--- config.mk ---
export PLATFORM = sky130hd
export DESIGN_NAME = rxlc_top
export DESIGN_NICKNAME = d
export VERILOG_FILES = /design/src/logic/rxlc_pkg.sv /design/src/logic/rxlc_chan_regs.sv /design/src/logic/rxlc_top.sv
export VERILOG_INCLUDE_DIRS = /design/src /design/src/logic
export SDC_FILE = /design/constraint.sdc
export NUM_CORES = 1
export LEC_CHECK = 0
export BUFFER_PORTS_ARGS = -buffer_cell sky130_fd_sc_hd__buf_4
export CELL_PAD_IN_SITES_DETAIL_PLACEMENT = 1
export CELL_PAD_IN_SITES_GLOBAL_PLACEMENT = 1
export CORE_AREA = 3 3 115 117
export CTS_CLUSTER_SIZE = 40
export DETAILED_ROUTE_END_ITERATION = 10
export DIE_AREA = 0 0 118 120
export PLACE_DENSITY = 0.9
export SLEW_MARGIN = 20
export SYNTH_ARGS = -nofsm -noshare
export SYNTH_HDL_FRONTEND = slang
export SYNTH_HIERARCHICAL = 1
export SYNTH_SLANG_ARGS = --single-unit
--- constraint.sdc ---
create_clock -name aclk -period 2.3 [get_ports aclk]
set_input_delay 0.115 -clock aclk [delete_from_list [all_inputs] [get_ports aclk]]
set_output_delay 0.115 -clock aclk [all_outputs]
set_load 0.01 [all_outputs]
--- src/logic/rxlc_consts.svh ---
/*
  Constants of the per-channel receive line control register bank.
  Assumes inclusion by bare name from the package and the design modules.
*/
//
// Summary of operation
// - Four channels each decode register 0 and 1.
// - Register 0 bit 5 switches channel receiver.
// - Each receiver enable affects its own channel.
// - Hardware mode keeps every receiver always on.
// - Register 0 bits 4..0 hold equalizer code.
// - Register 1 bit 7 selects internal termination.
`ifndef RXLC_CONSTS_SVH
`define RXLC_CONSTS_SVH

`define RXLC_NCH          4
`define RXLC_CH_W         2
`define RXLC_IDX_W        7
`define RXLC_ADDR_W       9
`define RXLC_DATA_W       32
`define RXLC_STRB_W       4
`define RXLC_REG_W        8
`define RXLC_BYTE_LSB     2
`define RXLC_IDX_TOP      6
`define RXLC_IDX_CH_MSB   5
`define RXLC_IDX_CH_LSB   4
`define RXLC_IDX_PAD_MSB  3
`define RXLC_IDX_PAD_LSB  1
`define RXLC_IDX_SEL      0
`define RXLC_CH0_REG0_IDX 7'h00
`define RXLC_CH0_REG1_IDX 7'h01
`define RXLC_CH1_REG0_IDX 7'h10
`define RXLC_CH1_REG1_IDX 7'h11
`define RXLC_CH2_REG0_IDX 7'h20
`define RXLC_CH2_REG1_IDX 7'h21
`define RXLC_CH3_REG0_IDX 7'h30
`define RXLC_CH3_REG1_IDX 7'h31
`define RXLC_RX_ON_BIT    5
`define RXLC_EQ_MSB       4
`define RXLC_EQ_LSB       0
`define RXLC_EQ_W         5
`define RXLC_RSVD_MSB     7
`define RXLC_RSVD_LSB     6
`define RXLC_TERM_BIT     7
`define RXLC_REG0_RST     8'h00
`define RXLC_REG1_RST     8'h00

`endif

--- src/logic/rxlc_pkg.sv ---
/*
  Types shared by the receive line control register bank.
  Assumes the constants header is on the include path.
*/
`default_nettype none
`include "rxlc_consts.svh"

package rxlc_pkg;
  typedef logic [`RXLC_REG_W-1:0] rxlc_byte_t;
  typedef enum logic [1:0] {
    rxlc_resp_okay   = 2'b00,
    rxlc_resp_slverr = 2'b10
  } rxlc_resp_t;
endpackage

`default_nettype wire

--- src/logic/rxlc_chan_regs.sv ---
/*
  One channel's pair of control registers and their decoded outputs.
  Assumes write strobes and the mode level are already on aclk.
*/
`timescale 1ns/1ps
`default_nettype none
`include "rxlc_consts.svh"

module rxlc_chan_regs
  import rxlc_pkg::*;
(
  input  wire logic             aclk,         // System clock.
  input  wire logic             aresetn,      // Synchronous reset, active low.
  input  wire logic             wr_reg0,      // Write pulse for register 0.
  input  wire logic             wr_reg1,      // Write pulse for register 1.
  input  wire rxlc_byte_t       wr_byte,      // Byte to be written.
  input  wire logic             host_mode,    // High in host mode.
  output rxlc_byte_t            reg0,         // Register 0 content.
  output rxlc_byte_t            reg1,         // Register 1 content.
  output logic                  rx_section_on // Effective receiver enable.
);
  rxlc_byte_t next_reg0;
  rxlc_byte_t next_reg1;
  logic       next_rx_on;

  assign next_reg0  = wr_reg0 ? wr_byte : reg0;
  assign next_reg1  = wr_reg1 ? wr_byte : reg1;
  assign next_rx_on = host_mode ? next_reg0[`RXLC_RX_ON_BIT] : 1'b1;

  always_ff @(posedge aclk) begin
    if (!aresetn) begin
      reg0          <= `RXLC_REG0_RST;
      reg1          <= `RXLC_REG1_RST;
      rx_section_on <= 1'b1;
    end else begin
      reg0          <= next_reg0;
      reg1          <= next_reg1;
      rx_section_on <= next_rx_on;
    end
  end
endmodule

`default_nettype wire

--- src/logic/rxlc_top.sv ---
/*
  AXI4-Lite slave holding four channels of receive line control registers.
  Assumes a single 50 MHz clock and a host mode strap from an outside pin.
*/
`timescale 1ns/1ps
`default_nettype none
`include "rxlc_consts.svh"

module rxlc_top
  import rxlc_pkg::*;
#(
  parameter int NCH = `RXLC_NCH
)
(
  input  wire logic                        aclk,                 // System clock.
  input  wire logic                        aresetn,              // Synchronous reset, low.
  input  wire logic [`RXLC_ADDR_W-1:0]     s_axi_awaddr,         // Write address.
  input  wire logic [2:0]                  s_axi_awprot,         // Write protection.
  input  wire logic                        s_axi_awvalid,        // Write address valid.
  output logic                             s_axi_awready,        // Write address ready.
  input  wire logic [`RXLC_DATA_W-1:0]     s_axi_wdata,          // Write data.
  input  wire logic [`RXLC_STRB_W-1:0]     s_axi_wstrb,          // Write strobes.
  input  wire logic                        s_axi_wvalid,         // Write data valid.
  output logic                             s_axi_wready,         // Write data ready.
  output logic [1:0]                       s_axi_bresp,          // Write response.
  output logic                             s_axi_bvalid,         // Write response valid.
  input  wire logic                        s_axi_bready,         // Write response ready.
  input  wire logic [`RXLC_ADDR_W-1:0]     s_axi_araddr,         // Read address.
  input  wire logic [2:0]                  s_axi_arprot,         // Read protection.
  input  wire logic                        s_axi_arvalid,        // Read address valid.
  output logic                             s_axi_arready,        // Read address ready.
  output logic [`RXLC_DATA_W-1:0]          s_axi_rdata,          // Read data.
  output logic [1:0]                       s_axi_rresp,          // Read response.
  output logic                             s_axi_rvalid,         // Read data valid.
  input  wire logic                        s_axi_rready,         // Read data ready.
  input  wire logic                        host_mode_pin,        // Strap, high for host mode.
  output logic [NCH-1:0]                   rx_section_on,        // Receiver enable per channel.
  output logic [NCH*`RXLC_EQ_W-1:0]        eq_code,              // Equalizer code per channel.
  output logic [NCH-1:0]                   rx_term_internal_sel, // Internal termination select.
  output logic [NCH*(`RXLC_REG_W-1)-1:0]   term_jitter_other     // Register 1 bits 6..0.
);
  // Strap synchroniser; only the second stage is read by logic.
  logic host_meta;
  logic host_sync;

  always_ff @(posedge aclk) begin
    if (!aresetn) begin
      host_meta <= 1'b0;
      host_sync <= 1'b0;
    end else begin
      host_meta <= host_mode_pin;
      host_sync <= host_meta;
    end
  end

  // Write channel holding state.
  logic                   aw_held;
  logic                   w_held;
  logic [`RXLC_IDX_W-1:0] w_idx;
  rxlc_byte_t             w_byte;
  logic                   w_lane0;
  logic                   aw_hs;
  logic                   w_hs;
  logic                   do_write;
  logic                   next_aw_held;
  logic                   next_w_held;
  logic                   next_bvalid;
  logic                   next_awready;
  logic                   next_wready;

  assign aw_hs        = s_axi_awvalid & s_axi_awready;
  assign w_hs         = s_axi_wvalid & s_axi_wready;
  assign do_write     = aw_held & w_held & ~s_axi_bvalid;
  assign next_aw_held = (aw_held | aw_hs) & ~do_write;
  assign next_w_held  = (w_held | w_hs) & ~do_write;
  assign next_bvalid  = do_write | (s_axi_bvalid & ~s_axi_bready);
  assign next_awready = ~next_aw_held & ~next_bvalid;
  assign next_wready  = ~next_w_held & ~next_bvalid;

  // Decode of the held write index into channel and register select.
  logic                 w_map;
  logic [`RXLC_CH_W-1:0] w_ch;
  logic                 w_sel1;
  logic                 w_lane_ok;

  assign w_map  = ~w_idx[`RXLC_IDX_TOP] &
                  (w_idx[`RXLC_IDX_PAD_MSB:`RXLC_IDX_PAD_LSB] == 3'h0);
  assign w_ch   = w_idx[`RXLC_IDX_CH_MSB:`RXLC_IDX_CH_LSB];
  assign w_sel1 = w_idx[`RXLC_IDX_SEL];
  assign w_lane_ok = do_write & w_map & w_lane0;

  always_ff @(posedge aclk) begin
    if (!aresetn) begin
      aw_held       <= 1'b0;
      w_held        <= 1'b0;
      s_axi_awready <= 1'b0;
      s_axi_wready  <= 1'b0;
      s_axi_bvalid  <= 1'b0;
      s_axi_bresp   <= rxlc_resp_okay;
    end else begin
      aw_held       <= next_aw_held;
      w_held        <= next_w_held;
      s_axi_awready <= next_awready;
      s_axi_wready  <= next_wready;
      s_axi_bvalid  <= next_bvalid;
      if (do_write) begin
        s_axi_bresp <= w_map ? rxlc_resp_okay : rxlc_resp_slverr;
      end
    end
  end

  always_ff @(posedge aclk) begin
    if (!aresetn) begin
      w_idx   <= `RXLC_CH0_REG0_IDX;
      w_byte  <= `RXLC_REG0_RST;
      w_lane0 <= 1'b0;
    end else begin
      if (aw_hs) begin
        w_idx <= s_axi_awaddr[`RXLC_ADDR_W-1:`RXLC_BYTE_LSB];
      end
      if (w_hs) begin
        w_byte  <= s_axi_wdata[`RXLC_REG_W-1:0];
        w_lane0 <= s_axi_wstrb[0];
      end
    end
  end

  // Channel register instances.
  rxlc_byte_t reg0_q [NCH];
  rxlc_byte_t reg1_q [NCH];
  logic [NCH-1:0] wr0;
  logic [NCH-1:0] wr1;

  for (genvar g = 0; g < NCH; g++) begin : g_ch
    assign wr0[g] = w_lane_ok & (w_ch == `RXLC_CH_W'(g)) & ~w_sel1;
    assign wr1[g] = w_lane_ok & (w_ch == `RXLC_CH_W'(g)) & w_sel1;

    rxlc_chan_regs u_chan (
      .aclk          (aclk),
      .aresetn       (aresetn),
      .wr_reg0       (wr0[g]),
      .wr_reg1       (wr1[g]),
      .wr_byte       (w_byte),
      .host_mode     (host_sync),
      .reg0          (reg0_q[g]),
      .reg1          (reg1_q[g]),
      .rx_section_on (rx_section_on[g])
    );

    assign eq_code[g*`RXLC_EQ_W +: `RXLC_EQ_W] = reg0_q[g][`RXLC_EQ_MSB:`RXLC_EQ_LSB];
    assign rx_term_internal_sel[g] = reg1_q[g][`RXLC_TERM_BIT];
    assign term_jitter_other[g*(`RXLC_REG_W-1) +: (`RXLC_REG_W-1)] =
      reg1_q[g][`RXLC_REG_W-2:0];
  end

  // Read channel.
  logic [`RXLC_IDX_W-1:0] r_idx;
  logic                  r_map;
  logic [`RXLC_CH_W-1:0] r_ch;
  rxlc_byte_t            r_byte;
  logic                  ar_hs;
  logic                  next_rvalid;

  assign ar_hs       = s_axi_arvalid & s_axi_arready;
  assign next_rvalid = ar_hs | (s_axi_rvalid & ~s_axi_rready);
  assign r_idx       = s_axi_araddr[`RXLC_ADDR_W-1:`RXLC_BYTE_LSB];
  assign r_map  = ~r_idx[`RXLC_IDX_TOP] &
                  (r_idx[`RXLC_IDX_PAD_MSB:`RXLC_IDX_PAD_LSB] == 3'h0);
  assign r_ch   = r_idx[`RXLC_IDX_CH_MSB:`RXLC_IDX_CH_LSB];
  assign r_byte = !r_map ? 8'h00 :
                  r_idx[`RXLC_IDX_SEL] ? reg1_q[r_ch] : reg0_q[r_ch];

  always_ff @(posedge aclk) begin
    if (!aresetn) begin
      s_axi_arready <= 1'b0;
      s_axi_rvalid  <= 1'b0;
      s_axi_rdata   <= 32'h00000000;
      s_axi_rresp   <= rxlc_resp_okay;
    end else begin
      s_axi_arready <= ~next_rvalid;
      s_axi_rvalid  <= next_rvalid;
      if (ar_hs) begin
        s_axi_rdata <= {{(`RXLC_DATA_W-`RXLC_REG_W){1'b0}}, r_byte};
        s_axi_rresp <= r_map ? rxlc_resp_okay : rxlc_resp_slverr;
      end
    end
  end
endmodule

`default_nettype wire
==> run_results.csv <==
group,metric,value,unit
run_status,outcome,"finished clean",
synthesis,synth_top_area_share,45.8,%
setup_path,cp_max_fo,8,
synthesis,synth_common_cells,"dfxtp_1, mux2i_1, nor2b_1",
clock_tree,insertion_delay,0.34,ns
cells_and_area,drive_gt1_share,26.3,%
synthesis,syn_area,4510,µm²
synthesis,synthCells,413,
setup_path,regToRegSetupSlack,0.29,ns
synthesis,synth_edf_count,0,
setup_path,cp_cell_sequence,"nor4_2 > nand4b_1 > nor3_1 > buf_4 > mux2i_1 > nand3_1",
drt,routedWlPerCell,17.1,µm
synthesis,ys.flop_type,"dfxtp_1",
setup_path,cp.arrival,2.19,ns
setup_path,cp_slowest_cell,"nor4_2",
pwr,p_per_area,655,nW/µm²
synthesis,synth_top_area_cell,"dfxtp_1",
die,fp-row-count,41,
timing,drv_slew,0,
die,initial_core_util,36.2,%
setup_path,required,2.49,ns
cells_and_area,fin_cells,690,
die,die_h,120,µm
synthesis,synthXorXnorAreaFrac,0,%
cells_and_area,seq_area,2060,µm²
setup_path,slowest_delay,0.38,ns
drt,drtIter0Drc,140,
drt,top_layer_used,"met4",
clock_tree,cts_tree,"built",
cells_and_area,diodes,0,
clock_tree,cts_sinks,103,
setup_path,rr_worst_depth,6,
setup_path,r2r_end,"g_ch[0].u_chan/rx_section_on",
setup_path,critPathLaunch,"w_idx[6]",
synthesis,avgSynthCellArea,10.9,µm²
setup_path,r2r-start,"w_idx[6]",
timing,setup_ws,0.294,ns
placed_design,dp.cells,673,
timing,rsz0062_at_grt,"false",
synthesis,synth_top_family_by_area,"multiplexers",
placed_design,globalplace.congestion,0.752,
placed_design,dpl.hpwl,8.68,mm
drt,first_pass_iters,4,
global_route,antenna_found_initial,0,
clock_tree,cts_buffers,9,
timing,period_needed,2.01,ns
synthesis,async_reset_ff_share,0,%
setup_path,cp-endpoint,"g_ch[0].u_chan/rx_section_on",
global_route,grt_max_degree,95,
synthesis,yosysSeqAreaShare,45.8,%
synthesis,synth.ff_latch_count,103,
cells_and_area,multi_input_area,2170,µm²
timing,fmax,498,MHz
cells_and_area,fin_nets,581,
cells_and_area,fill_cells,1397,
pwr,peakVddDrop,349,µV
drt,ant_nets,0,
timing,setup_viol,0,
synthesis,muxShareOfSynthArea,24.5,%
placed_design,placed_area,5320,µm²
global_route,first_global_vias,3399,
drt,routed_wl,11.8,mm
clock_tree,clkTransAtPathRegs,0.07,ns
run,max_cap_viol_count,0,
global_route,grt_pass1_wl,18.6,mm
drt,route.detailed.drc,0,
worst_hold_path,whs_path_depth,3,
timing,slew-limit-headroom,51.6,%
die,core_area,12500,µm²
worst_hold_path,hold_start,"s_axi_rready",
synthesis,yosys_warnings,6,
clock_tree,clock-root-buffer,"clkbuf_16",
clock_tree,ctsLongestPathBuffers,2,
drt,vias,3247,
drt,wl_met1,4.93,mm
drt,via_per_inst,4.71,
clock_tree,cts-htree-levels,3,
setup_path,critPathCaptureType,"register",
die,die_area,14200,µm²
synthesis,synth_cell_types,30,
global_route,grt_overflow,0,
synthesis,ys_top_cells_by_area,"dfxtp_1, mux2i_1, nor2b_1",
pwr,cellLeakagePower,2.15,nW
drt,routed-wl-met3,697,µm
global_route,grt_usage,16.8,%
timing,finClkSkew,0.00570,ns
cells_and_area,finish.instance_area,5660,µm²
synthesis,synth.most_common_cell,"dfxtp_1",
setup_path,criticalPathCategory,"reg -> reg",
cells_and_area,area_delta_synth_final,25.5,%
die,fp.dieW,118,µm
timing,tightest_slew,0.726,ns
timing,hold_viol_final,0,
synthesis,synth_compound_area_share,4.61,%
synthesis,synth-adder-area-share,0,%
timing,post-route-period-util,87.2,%
drt,wl_met2,6.05,mm
worst_hold_path,min_path_type,"in -> reg",
placed_design,preCtsSetupSlack,0.200,ns
timing,tns,0,ns
synthesis,synth_simple_gate_area_share,16.9,%
setup_path,start_kind,"register",
clock_tree,post_cts_buffers,0,
placed_design,io_buffers,101,
die,pin_count,165,
## routing by layer
metal	GRT usage (%)	vias to the layer above
li1	-	1563
met1	19.5	1586
met2	29.8	87
met3	5.09	11
met4	5.20	0
met5	0	-
## stage by stage
stage          util [%]  hold WS, ns  power (mW)
6_report           45.4       0.0155        3.71
5_1_grt            45.4       0.0334        3.86
4_1_cts            45.3       0.0131        3.75
3_5_place_dp       42.6        0.329        2.10
3_3_place_gp       42.6        0.328        2.09
2_1_floorplan         -        0.242        2.04
## how the worst min path moves through the flow
stage	endpoint	slack, ns
after floorplan	host_meta	0.24
after global placement	host_meta	0.33
after detailed placement	host_meta	0.33
after CTS	s_axi_arready	0.01
after global routing	w_byte[6]	0.03
final	s_axi_arready	0.02
## worst max-delay path: cells and delay by family (launching register included)
family / cells / cell delay (ns)
and+or+nand+nor: 4 / 1.01
muxes: 1 / 0.26
DFF: 1 / 0.32
buffers and inverters: 1 / 0.26
## placed cells by master (no fill, tap or decap), types with 2 or more instances in the layout
| master | n |
|---|---|
| nand3_1 | 12 |
| nand2b_1 | 3 |
| buf_12 | 3 |
| mux2i_1 | 72 |
| o21ai_1 | 8 |
| a21boi_0 | 17 |
| dfxtp_1 | 103 |
| nor3_1 | 2 |
| mux4_2 | 10 |
| conb_1 | 26 |
| buf_4 | 108 |
| clkbuf_16 | 9 |
| nor2b_1 | 66 |
| bufinv_16 | 2 |
| nand2_1 | 38 |
| and3_1 | 2 |
| a21oi_1 | 2 |
| clkbuf_1 | 2 |
| and2_1 | 4 |
| nor2_1 | 9 |
| clkbuf_8 | 2 |
| mux4_1 | 6 |
## what timing repair did
action	4_1_cts	5_1_grt
endpoints found under the hold margin	1	0
resized for setup	0	1
hold buffers	1	0
endpoints found under the setup margin	0	4
## sequential cells by signal (all words and copies together) (netlist names), 4 cells and up
name                       cells
g_ch.u_chan/reg1              32
w_byte                         8
s_axi_rdata                    8
g_ch.u_chan/reg0              32
w_idx                          7
g_ch.u_chan/rx_section_on      4
## power breakdown
part / internal [mW] / switching [mW] / leakage [nW] / total [mW]
Combinational: 0.101 / 0.107 / 1.16 / 0.207
Clock: 1.01 / 0.638 / 0.160 / 1.65
Sequential: 1.81 / 0.0381 / 0.833 / 1.85
## cells by family (layout without fill, tap and decap cells)
| group | after synthesis | after routing |
|---|---|---|
| buffers and inverters | 48 | 128 |
| AND/OR/NAND/NOR | 142 | 142 |
| flip-flops | 103 | 103 |
| other | 1 | 26 |
| multiplexers | 88 | 88 |
| AO/OA/AOI/OAI | 31 | 31 |
## area by class of cell
class                   instances  area share, %
clock buffers                  13           4.60
repair buffers                112           15.6
flip-flops and latches        103           36.4
well taps                     172           3.80
multi-input cells             287           38.4
clock inverters                 3           1.15
(Power assumes the default switching activity.)
